[config.mk]
export PLATFORM = sky130hd
export DESIGN_NAME = sle_event_flags
export DESIGN_NICKNAME = d
export VERILOG_FILES = /design/src/common/sle_pkg.sv /design/src/verilog/sle_event_flags.sv /design/src/verilog/sle_ilas_check.sv
export SDC_FILE = /design/constraint.sdc
export NUM_CORES = 1
export LEC_CHECK = 0
export BUFFER_PORTS_ARGS = -buffer_cell sky130_fd_sc_hd__buf_2
export CORE_MARGIN = 2
export CORE_UTILIZATION = 45
export CTS_BUF_LIST = sky130_fd_sc_hd__clkbuf_2 sky130_fd_sc_hd__clkbuf_4 sky130_fd_sc_hd__clkbuf_8
export DETAILED_ROUTE_END_ITERATION = 12
export PLACE_DENSITY_LB_ADDON = 0.15
export SLEW_MARGIN = 10
export SYNTH_ARGS = -nofsm -noshare
export SYNTH_HDL_FRONTEND = slang
export SYNTH_HIERARCHICAL = 1
export SYNTH_SLANG_ARGS = --single-unit
[constraint.sdc]
create_clock -name CLK -period 2.3 [get_ports CLK]
set_input_delay 0.115 -clock CLK [delete_from_list [all_inputs] [get_ports CLK]]
set_output_delay 0.115 -clock CLK [all_outputs]
set_load 0.005 [all_outputs]
[src/common/sle_pkg.sv]
// Purpose: shared constants for the serial link event flag block
// Assumes: byte-wide register port, register offsets as printed
// Notes:   all register state resets to zero
package sle_pkg;

    // link banks and alignment data
    localparam int SLE_NUM_LINKS  = 2;
    localparam int SLE_ILAS_BYTES = 14;

    // register offsets
    localparam logic [11:0] SLE_OFS_LINK_PAGE  = 12'h300;
    localparam logic [11:0] SLE_OFS_ILAS_FIRST = 12'h450;
    localparam logic [11:0] SLE_OFS_ILAS_LAST  = 12'h45d;
    localparam logic [11:0] SLE_OFS_EN_A       = 12'h4b8;
    localparam logic [11:0] SLE_OFS_EN_B       = 12'h4b9;
    localparam logic [11:0] SLE_OFS_ST_A       = 12'h4ba;
    localparam logic [11:0] SLE_OFS_ST_B       = 12'h4bb;
    localparam logic [11:0] SLE_OFS_PIN_SEL    = 12'h4bc;

    // event bit positions in the first enable and first status register
    localparam int SLE_BIT_BAD_DISPARITY = 7;
    localparam int SLE_BIT_NOT_IN_TABLE  = 6;
    localparam int SLE_BIT_UNEXP_CTRL    = 5;
    localparam int SLE_BIT_DESKEW        = 4;
    localparam int SLE_BIT_LANE_SYNC     = 3;
    localparam int SLE_BIT_CHECKSUM      = 2;
    localparam int SLE_BIT_FRAME_SYNC    = 1;
    localparam int SLE_BIT_CODE_GROUP    = 0;

    // single-bit registers
    localparam int SLE_BIT_CFG_MISMATCH  = 0;
    localparam int SLE_BIT_PIN_SELECT    = 0;

    // values after reset and for unmapped reads
    localparam logic [7:0] SLE_RESET_BYTE = 8'h00;
    localparam logic [6:0] SLE_RSVD_BITS  = 7'h00;

endpackage

[src/verilog/sle_event_flags.sv]
// Purpose: per-link event enables, sticky status and interrupt routing
// Assumes: register port already decoded from the serial control port
// Notes:   reads answer one cycle after the strobe; set beats clear
`timescale 1ns/1ps

module sle_event_flags #(
    parameter int NUM_LINKS = sle_pkg::SLE_NUM_LINKS,
    parameter int NBYTES    = sle_pkg::SLE_ILAS_BYTES
) (
    input  wire logic                   CLK,
    input  wire logic                   RST,
    input  wire logic [11:0]            REG_ADDR,
    input  wire logic                   REG_WR,
    input  wire logic                   REG_RD,
    input  wire logic [7:0]             REG_WDATA,
    output logic      [7:0]             REG_RDATA,
    output logic                        REG_RVALID,
    input  wire logic [NUM_LINKS*8-1:0] LINK_EVENTS,
    input  wire logic [NUM_LINKS-1:0]   ILAS_VALID,
    input  wire logic [NUM_LINKS*4-1:0] ILAS_IDX,
    input  wire logic [NUM_LINKS*8-1:0] ILAS_DATA,
    output logic                        IRQ_OUT0,
    output logic                        IRQ_OUT1
);
    localparam int PW = (NUM_LINKS > 1) ? $clog2(NUM_LINKS) : 1;

    typedef struct packed {
        logic [PW-1:0]                         page;
        logic [NUM_LINKS-1:0][7:0]             en_a;
        logic [NUM_LINKS-1:0]                  en_b;
        logic [NUM_LINKS-1:0][7:0]             st_a;
        logic [NUM_LINKS-1:0]                  st_b;
        logic                                  pin_sel;
        logic [NUM_LINKS-1:0][NBYTES-1:0][7:0] exp_cfg;
        logic [7:0]                            rdata;
        logic                                  rvalid;
        logic                                  irq0;
        logic                                  irq1;
    } sle_state_t;

    sle_state_t             s;
    sle_state_t             next_s;
    logic [NUM_LINKS-1:0]   cks_err;
    logic [NUM_LINKS-1:0]   cfg_err;

    // one checker per link, fed from that link's lane 0 only
    for (genvar l = 0; l < NUM_LINKS; l++) begin : g_chk
        sle_ilas_check #(
            .NBYTES (NBYTES)
        ) u_chk (
            .clk     (CLK),
            .rst     (RST),
            .valid   (ILAS_VALID[l]),
            .idx     (ILAS_IDX[l*4 +: 4]),
            .data    (ILAS_DATA[l*8 +: 8]),
            .exp_cfg (s.exp_cfg[l]),
            .cks_err (cks_err[l]),
            .cfg_err (cfg_err[l])
        );
    end

    always_comb begin
        logic [11:0] ofs;
        logic [3:0]  bidx;
        logic [7:0]  ev;
        logic        any;
        ofs           = REG_ADDR - sle_pkg::SLE_OFS_ILAS_FIRST;
        bidx          = ofs[3:0];
        ev            = 8'h00;
        any           = 1'b0;
        next_s        = s;
        next_s.rvalid = REG_RD;
        next_s.rdata  = sle_pkg::SLE_RESET_BYTE;

        // enable, status and expected-byte writes land in the bank the page selects; page and pin select are shared
        if (REG_WR) begin
            unique case (REG_ADDR)
                sle_pkg::SLE_OFS_LINK_PAGE: begin
                    next_s.page = REG_WDATA[PW-1:0];
                end
                sle_pkg::SLE_OFS_EN_A: begin
                    next_s.en_a[s.page] = REG_WDATA;
                end
                sle_pkg::SLE_OFS_EN_B: begin
                    next_s.en_b[s.page] =
                        REG_WDATA[sle_pkg::SLE_BIT_CFG_MISMATCH];
                end
                sle_pkg::SLE_OFS_ST_A: begin
                    next_s.st_a[s.page] = REG_WDATA;
                end
                sle_pkg::SLE_OFS_ST_B: begin
                    next_s.st_b[s.page] =
                        REG_WDATA[sle_pkg::SLE_BIT_CFG_MISMATCH];
                end
                sle_pkg::SLE_OFS_PIN_SEL: begin
                    next_s.pin_sel =
                        REG_WDATA[sle_pkg::SLE_BIT_PIN_SELECT];
                end
                default: begin
                    if (REG_ADDR >= sle_pkg::SLE_OFS_ILAS_FIRST &&
                        REG_ADDR <= sle_pkg::SLE_OFS_ILAS_LAST) begin
                        next_s.exp_cfg[s.page][bidx] = REG_WDATA;
                    end
                end
            endcase
        end

        // hardware sets are applied after the write so they win
        for (int l = 0; l < NUM_LINKS; l++) begin
            ev = LINK_EVENTS[l*8 +: 8];
            // external checksum line is unused: only the lane checker counts
            ev[sle_pkg::SLE_BIT_CHECKSUM] = cks_err[l];
            next_s.st_a[l] = next_s.st_a[l] | (ev & s.en_a[l]);
            next_s.st_b[l] = next_s.st_b[l] |
                             (cfg_err[l] & s.en_b[l]);
        end

        any         = (|next_s.st_a) | (|next_s.st_b);
        next_s.irq0 = any & ~next_s.pin_sel;
        next_s.irq1 = any & next_s.pin_sel;

        if (REG_RD) begin
            unique case (REG_ADDR)
                sle_pkg::SLE_OFS_LINK_PAGE: begin
                    next_s.rdata = 8'(s.page);
                end
                sle_pkg::SLE_OFS_EN_A: begin
                    next_s.rdata = s.en_a[s.page];
                end
                sle_pkg::SLE_OFS_EN_B: begin
                    next_s.rdata = {sle_pkg::SLE_RSVD_BITS, s.en_b[s.page]};
                end
                sle_pkg::SLE_OFS_ST_A: begin
                    next_s.rdata = s.st_a[s.page];
                end
                sle_pkg::SLE_OFS_ST_B: begin
                    next_s.rdata = {sle_pkg::SLE_RSVD_BITS, s.st_b[s.page]};
                end
                sle_pkg::SLE_OFS_PIN_SEL: begin
                    next_s.rdata = {sle_pkg::SLE_RSVD_BITS, s.pin_sel};
                end
                default: begin
                    if (REG_ADDR >= sle_pkg::SLE_OFS_ILAS_FIRST &&
                        REG_ADDR <= sle_pkg::SLE_OFS_ILAS_LAST) begin
                        next_s.rdata = s.exp_cfg[s.page][bidx];
                    end
                end
            endcase
        end
    end

    always_ff @(posedge CLK) begin
        if (RST) begin
            s <= '0;
        end else begin
            s <= next_s;
        end
    end

    assign REG_RDATA  = s.rdata;
    assign REG_RVALID = s.rvalid;
    assign IRQ_OUT0   = s.irq0;
    assign IRQ_OUT1   = s.irq1;

    localparam int TOP = NUM_LINKS - 1;
endmodule // sle_event_flags

[src/verilog/sle_ilas_check.sv]
// Purpose: checks one lane's received alignment sequence
// Assumes: bytes arrive tagged with their index, checksum byte last
// Notes:   checksum is the byte-wise sum mod 256 of the fields before it
`timescale 1ns/1ps
module sle_ilas_check #(
    parameter int NBYTES = sle_pkg::SLE_ILAS_BYTES
) (
    input  wire logic                   clk,
    input  wire logic                   rst,
    input  wire logic                   valid,
    input  wire logic [3:0]             idx,
    input  wire logic [7:0]             data,
    input  wire logic [NBYTES-1:0][7:0] exp_cfg,
    output logic                        cks_err,
    output logic                        cfg_err
);
    localparam logic [3:0] LAST = 4'(NBYTES - 1);

    typedef struct packed {
        logic [7:0] sum;
        logic       diff;
        logic       cks_err;
        logic       cfg_err;
    } sle_chk_t;

    sle_chk_t s;
    sle_chk_t next_s;

    always_comb begin
        next_s         = s;
        next_s.cks_err = 1'b0;
        next_s.cfg_err = 1'b0;
        if (valid) begin
            if (idx == 4'h0) begin
                next_s.sum  = data;
                next_s.diff = (data != exp_cfg[0]);
            end else if (idx < LAST) begin
                next_s.sum  = s.sum + data;
                next_s.diff = s.diff | (data != exp_cfg[idx]);
            end else if (idx == LAST) begin
                // programmed checksum never enters this compare
                next_s.cks_err = (data != s.sum);
                next_s.cfg_err = s.diff | (data != exp_cfg[LAST]);
                next_s.sum     = 8'h00;
                next_s.diff    = 1'b0;
            end
        end
    end

    always_ff @(posedge clk) begin
        if (rst) begin
            s <= '0;
        end else begin
            s <= next_s;
        end
    end

    assign cks_err = s.cks_err;
    assign cfg_err = s.cfg_err;
endmodule // sle_ilas_check
==> out/metrics.csv <==
stage;metric;value;unit
cts;H-Tree Depth;2;
final_layout;Layout Utilization;54.0;%
final_layout;synth-to-layout area growth;19.2;%
grt;met3 Use GR;6.13;%
critical_path;WP data required;2.78;ns
pwr;Clock power frac;47.2;%
synthesis;number of warning messages in the yosys log;6;
synthesis;Mean Syn Cell Area;9.68;um^2
grt;gr busiest metal;met2;
sta;Worst-Margin Slew;0.985;ns
die;Die X;195;um
synthesis;Post-synth EDFFs;0;
grt;M2 GR Usage;46.4;%
sta;Period minus WS final;2.22;ns
die;Die Area;38100;um^2
synthesis;Cells after Synth;1701;
sta;Final Hold Viols;0;
min_path;class of the worst hold path;primary input to register;
grt;largest net degree at the start of global routing;89;
detailed_routing;via/cell ratio;5.95;
grt;gr usage total;29.1;%
critical_path;CP max stage delay;0.52;ns
placement;DP HPWL;39300;um
synthesis;cell area after synthesis;16500;um^2
critical_path;Setup Crit Path Kind;register to register;
final_layout;Post-Layout Cell Count;2354;
synthesis;syn nets;1783;
pwr;Sw Pwr;3090;uW
synthesis;Yosys cell types;61;
critical_path;CP bufs+invs;1;
sta;clock skew;0.0243;ns
sta;final setup vio count;0;
flow_run;number of max-cap violations;0;
final_layout;diode count;0;
synthesis;Synth Register Bits;295;
critical_path;arrival time worst endpoint;2.69;ns
detailed_routing;drt total wl;55700;um
critical_path;crit path max fanout;3;
synthesis;Synth Flop Type;dfxtp_1;
pwr;Pint;9010;uW
run_status;outcome;finished clean;
sta;Achievable Freq;451;MHz
placement;routability cong.;0.957;
grt;vias in the first global route;13649;
cts;clock sinks;295;
cts;cts bufs inserted;55;
final_layout;post-route cell area;19600;um^2
detailed_routing;Pre-antenna DRT Iters;6;
detailed_routing;post-route ant nets;0;
grt;initial antenna violation count;1;
detailed_routing;vias;14010;
synthesis;ys async rst share;0;%
grt;met1 Use GR;38.7;%
sta;Slew HR;34.0;%
cts;CTS tree;built;
die;Initial Util;45.3;%
pwr;sw frac;25.6;%
pwr;Flop pwr share;42.7;%
die;die height;195;um
sta;worst hold slack;0.0269;ns
placement;IO Port Bufs;74;
placement;DP Cell Count;2219;
critical_path;Top delay family on crit path;compound AO/OA/AOI/OAI gates;
critical_path;crit-path most repeated cell;a21oi_1;
grt;first-pass GRT wire length;83800;um
sta;number of max-slew violations in the final report;0;
die;Core Footprint;36300;um^2
synthesis;sequential share of the synthesized area;35.9;%
critical_path;Slowest-stage cell, CP;mux4_2;
sta;final worst-path cycle share;96.4;%
cts;postcts setup bufs;0;
final_layout;Nets;1925;
placement;placed inst area;18000;um^2
die;I/O Pins;77;
pwr;Gate power share;10.1;%
cts;clock root buffer;clkbuf_8;
cts;Worst-Skew Late Latency;0.65;ns
die;Site Rows;70;
critical_path;crit path cell chain;mux4_2 -> a22oi_1 -> xnor2_1 -> nor4_1 -> buf_4 -> a21oi_1 -> a21oi_1 -> o22ai_1;
critical_path;Crit. End Element;register;
pwr;Peak VDD IR;0.000462;V
critical_path;CP Launch Type;register;
pwr;Pleak;0.00699;uW
detailed_routing;wire per inst;23.7;um
pwr;P per Cell Area;616;nW/um^2
grt;gr ovfl total;0;
final_layout;layout cells sized above 1;25.0;%
cts;maximum clock insertion buffer count;3;
detailed_routing;starting DRC count in detailed routing;1066;
detailed_routing;DRC errors left;0;
cts;Reg clk slew, reported paths;0.06;ns
sta;RSZ-0062 raised after global routing;false;
-- per-layer routing --
layer	vias up	part of all wire [%]
met4	2	3.6
met3	124	7.7
met5	-	0.020
met2	559	46
met1	6882	42
li1	6443	-
-- kinds of logic (layout without fill, tap and decap cells) --
family | after synthesis | count (layout) | synth area share (%)
simple gates | 474 | 474 | 13.7
mux | 388 | 388 | 30.0
flops | 295 | 295 | 35.9
compound gates | 287 | 287 | 10.7
buf+inv | 167 | 352 | 4.51
xor+xnor | 74 | 74 | 3.94
fa+ha+maj | 16 | 16 | 1.31
-- timing repair --
item,in CTS,in global routing
gates resized for setup,0,7
hold endpoints to repair,48,0
hold buffers,35,0
setup endpoints to repair,0,6
-- final timing paths --
check	to	start	cells past startpoint	slack, ns
hold reg to reg	s[267]$_SDFFE_PP0P_	s[267]$_SDFFE_PP0P_	2	0.48
setup / recovery	g_chk[1].u_chk/s[2]$_SDFFE_PP0P_	s[185]$_SDFFE_PP0P_	8	0.08
hold / removal	s[117]$_SDFFE_PP0P_	RST	2	0.03
setup reg to reg	g_chk[1].u_chk/s[2]$_SDFFE_PP0P_	s[185]$_SDFFE_PP0P_	8	0.08
-- state kept, by name, summed over array words and instances (netlist names) --
signal               cells
g_chk.u_chk/cks_err      2
REG_RVALID               1
g_chk.u_chk/cfg_err      2
IRQ_OUT1                 1
g_chk.u_chk/s           18
REG_RDATA                8
IRQ_OUT0                 1
s                      262
-- power groups by stage --
stage                     clock, uW  sequential (uW)  combinational, uW
after global routing           6020             5170               1310
final                          5710             5170               1220
after CTS                      5790             5170               1200
after global placement            0             5280               1140
after detailed placement          0             5280               1150
after floorplan                   0             5270                742
-- layout by cell type (no fill, tap or decap), drive strengths merged, types with 7 or more instances in the layout --
cell type	count
dfxtp	295
mux2i	264
nor2	238
buf	203
a21oi	117
nand2	100
clkbuf	93
mux4	80
o21ai	53
xnor2	46
mux2	44
a22oi	38
dlygate4sd3	35
nor3	29
xor2	28
nor2b	24
a211oi	24
nor4	21
o22ai	16
nand3	14
ha	14
inv	13
a221oi	12
nand4	11
a31oi	8
nand2b	7
-- metrics by stage --
stage / total power (uW) / setup TNS, ns / worst slack [ns]
floorplan: 6020 / 0 / 0.164
global placement: 6420 / -0.322 / -0.146
detailed placement: 6430 / -0.267 / -0.0887
CTS: 12200 / 0 / 0.104
global route: 12500 / 0 / 0.00254
finish: 12100 / 0 / 0.0818
-- cells in the mapped netlist, types with 5 or more instances --
master    instances  area (um^2)
dfxtp_1         295         5910
mux2i_1         264         2640
nor2_1          232          871
a21oi_1         115          576
nand2_1         100          375
clkbuf_1         94          353
mux4_2           80         1800
o21ai_0          53          265
xnor2_1          46          403
mux2_2           44          495
a22oi_1          34          255
xor2_1           28          245
a211oi_1         24          180
buf_2            24          120
nor2b_1          24          150
buf_1            18         67.6
nor4_1           16          100
o22ai_1          16          100
nor3_1           15         75.1
ha_1             14          175
nand3_1          14         70.1
nor3_2           14          140
buf_4            13         97.6
a221oi_1         12          105
inv_1            11         41.3
nand4_1          11         68.8
a31oi_1           8         50.1
nand2b_1          7         43.8
nor2_2            6         37.5
and2_1            5         31.3
buf_6             5         56.3
nand3b_1          5         37.5
-- area by class of cell --
class / instances / area, um^2
Inverter: 13 / 48.8
Fill cell: 3269 / 16700
Clock inverter: 8 / 90.1
Timing Repair Buffer: 239 / 1990
Clock buffer: 92 / 1160
Tap cell: 468 / 586
Sequential cell: 295 / 5910
Multi-Input combinational cell: 1239 / 9850
Power figures use the tool's default switching activity.
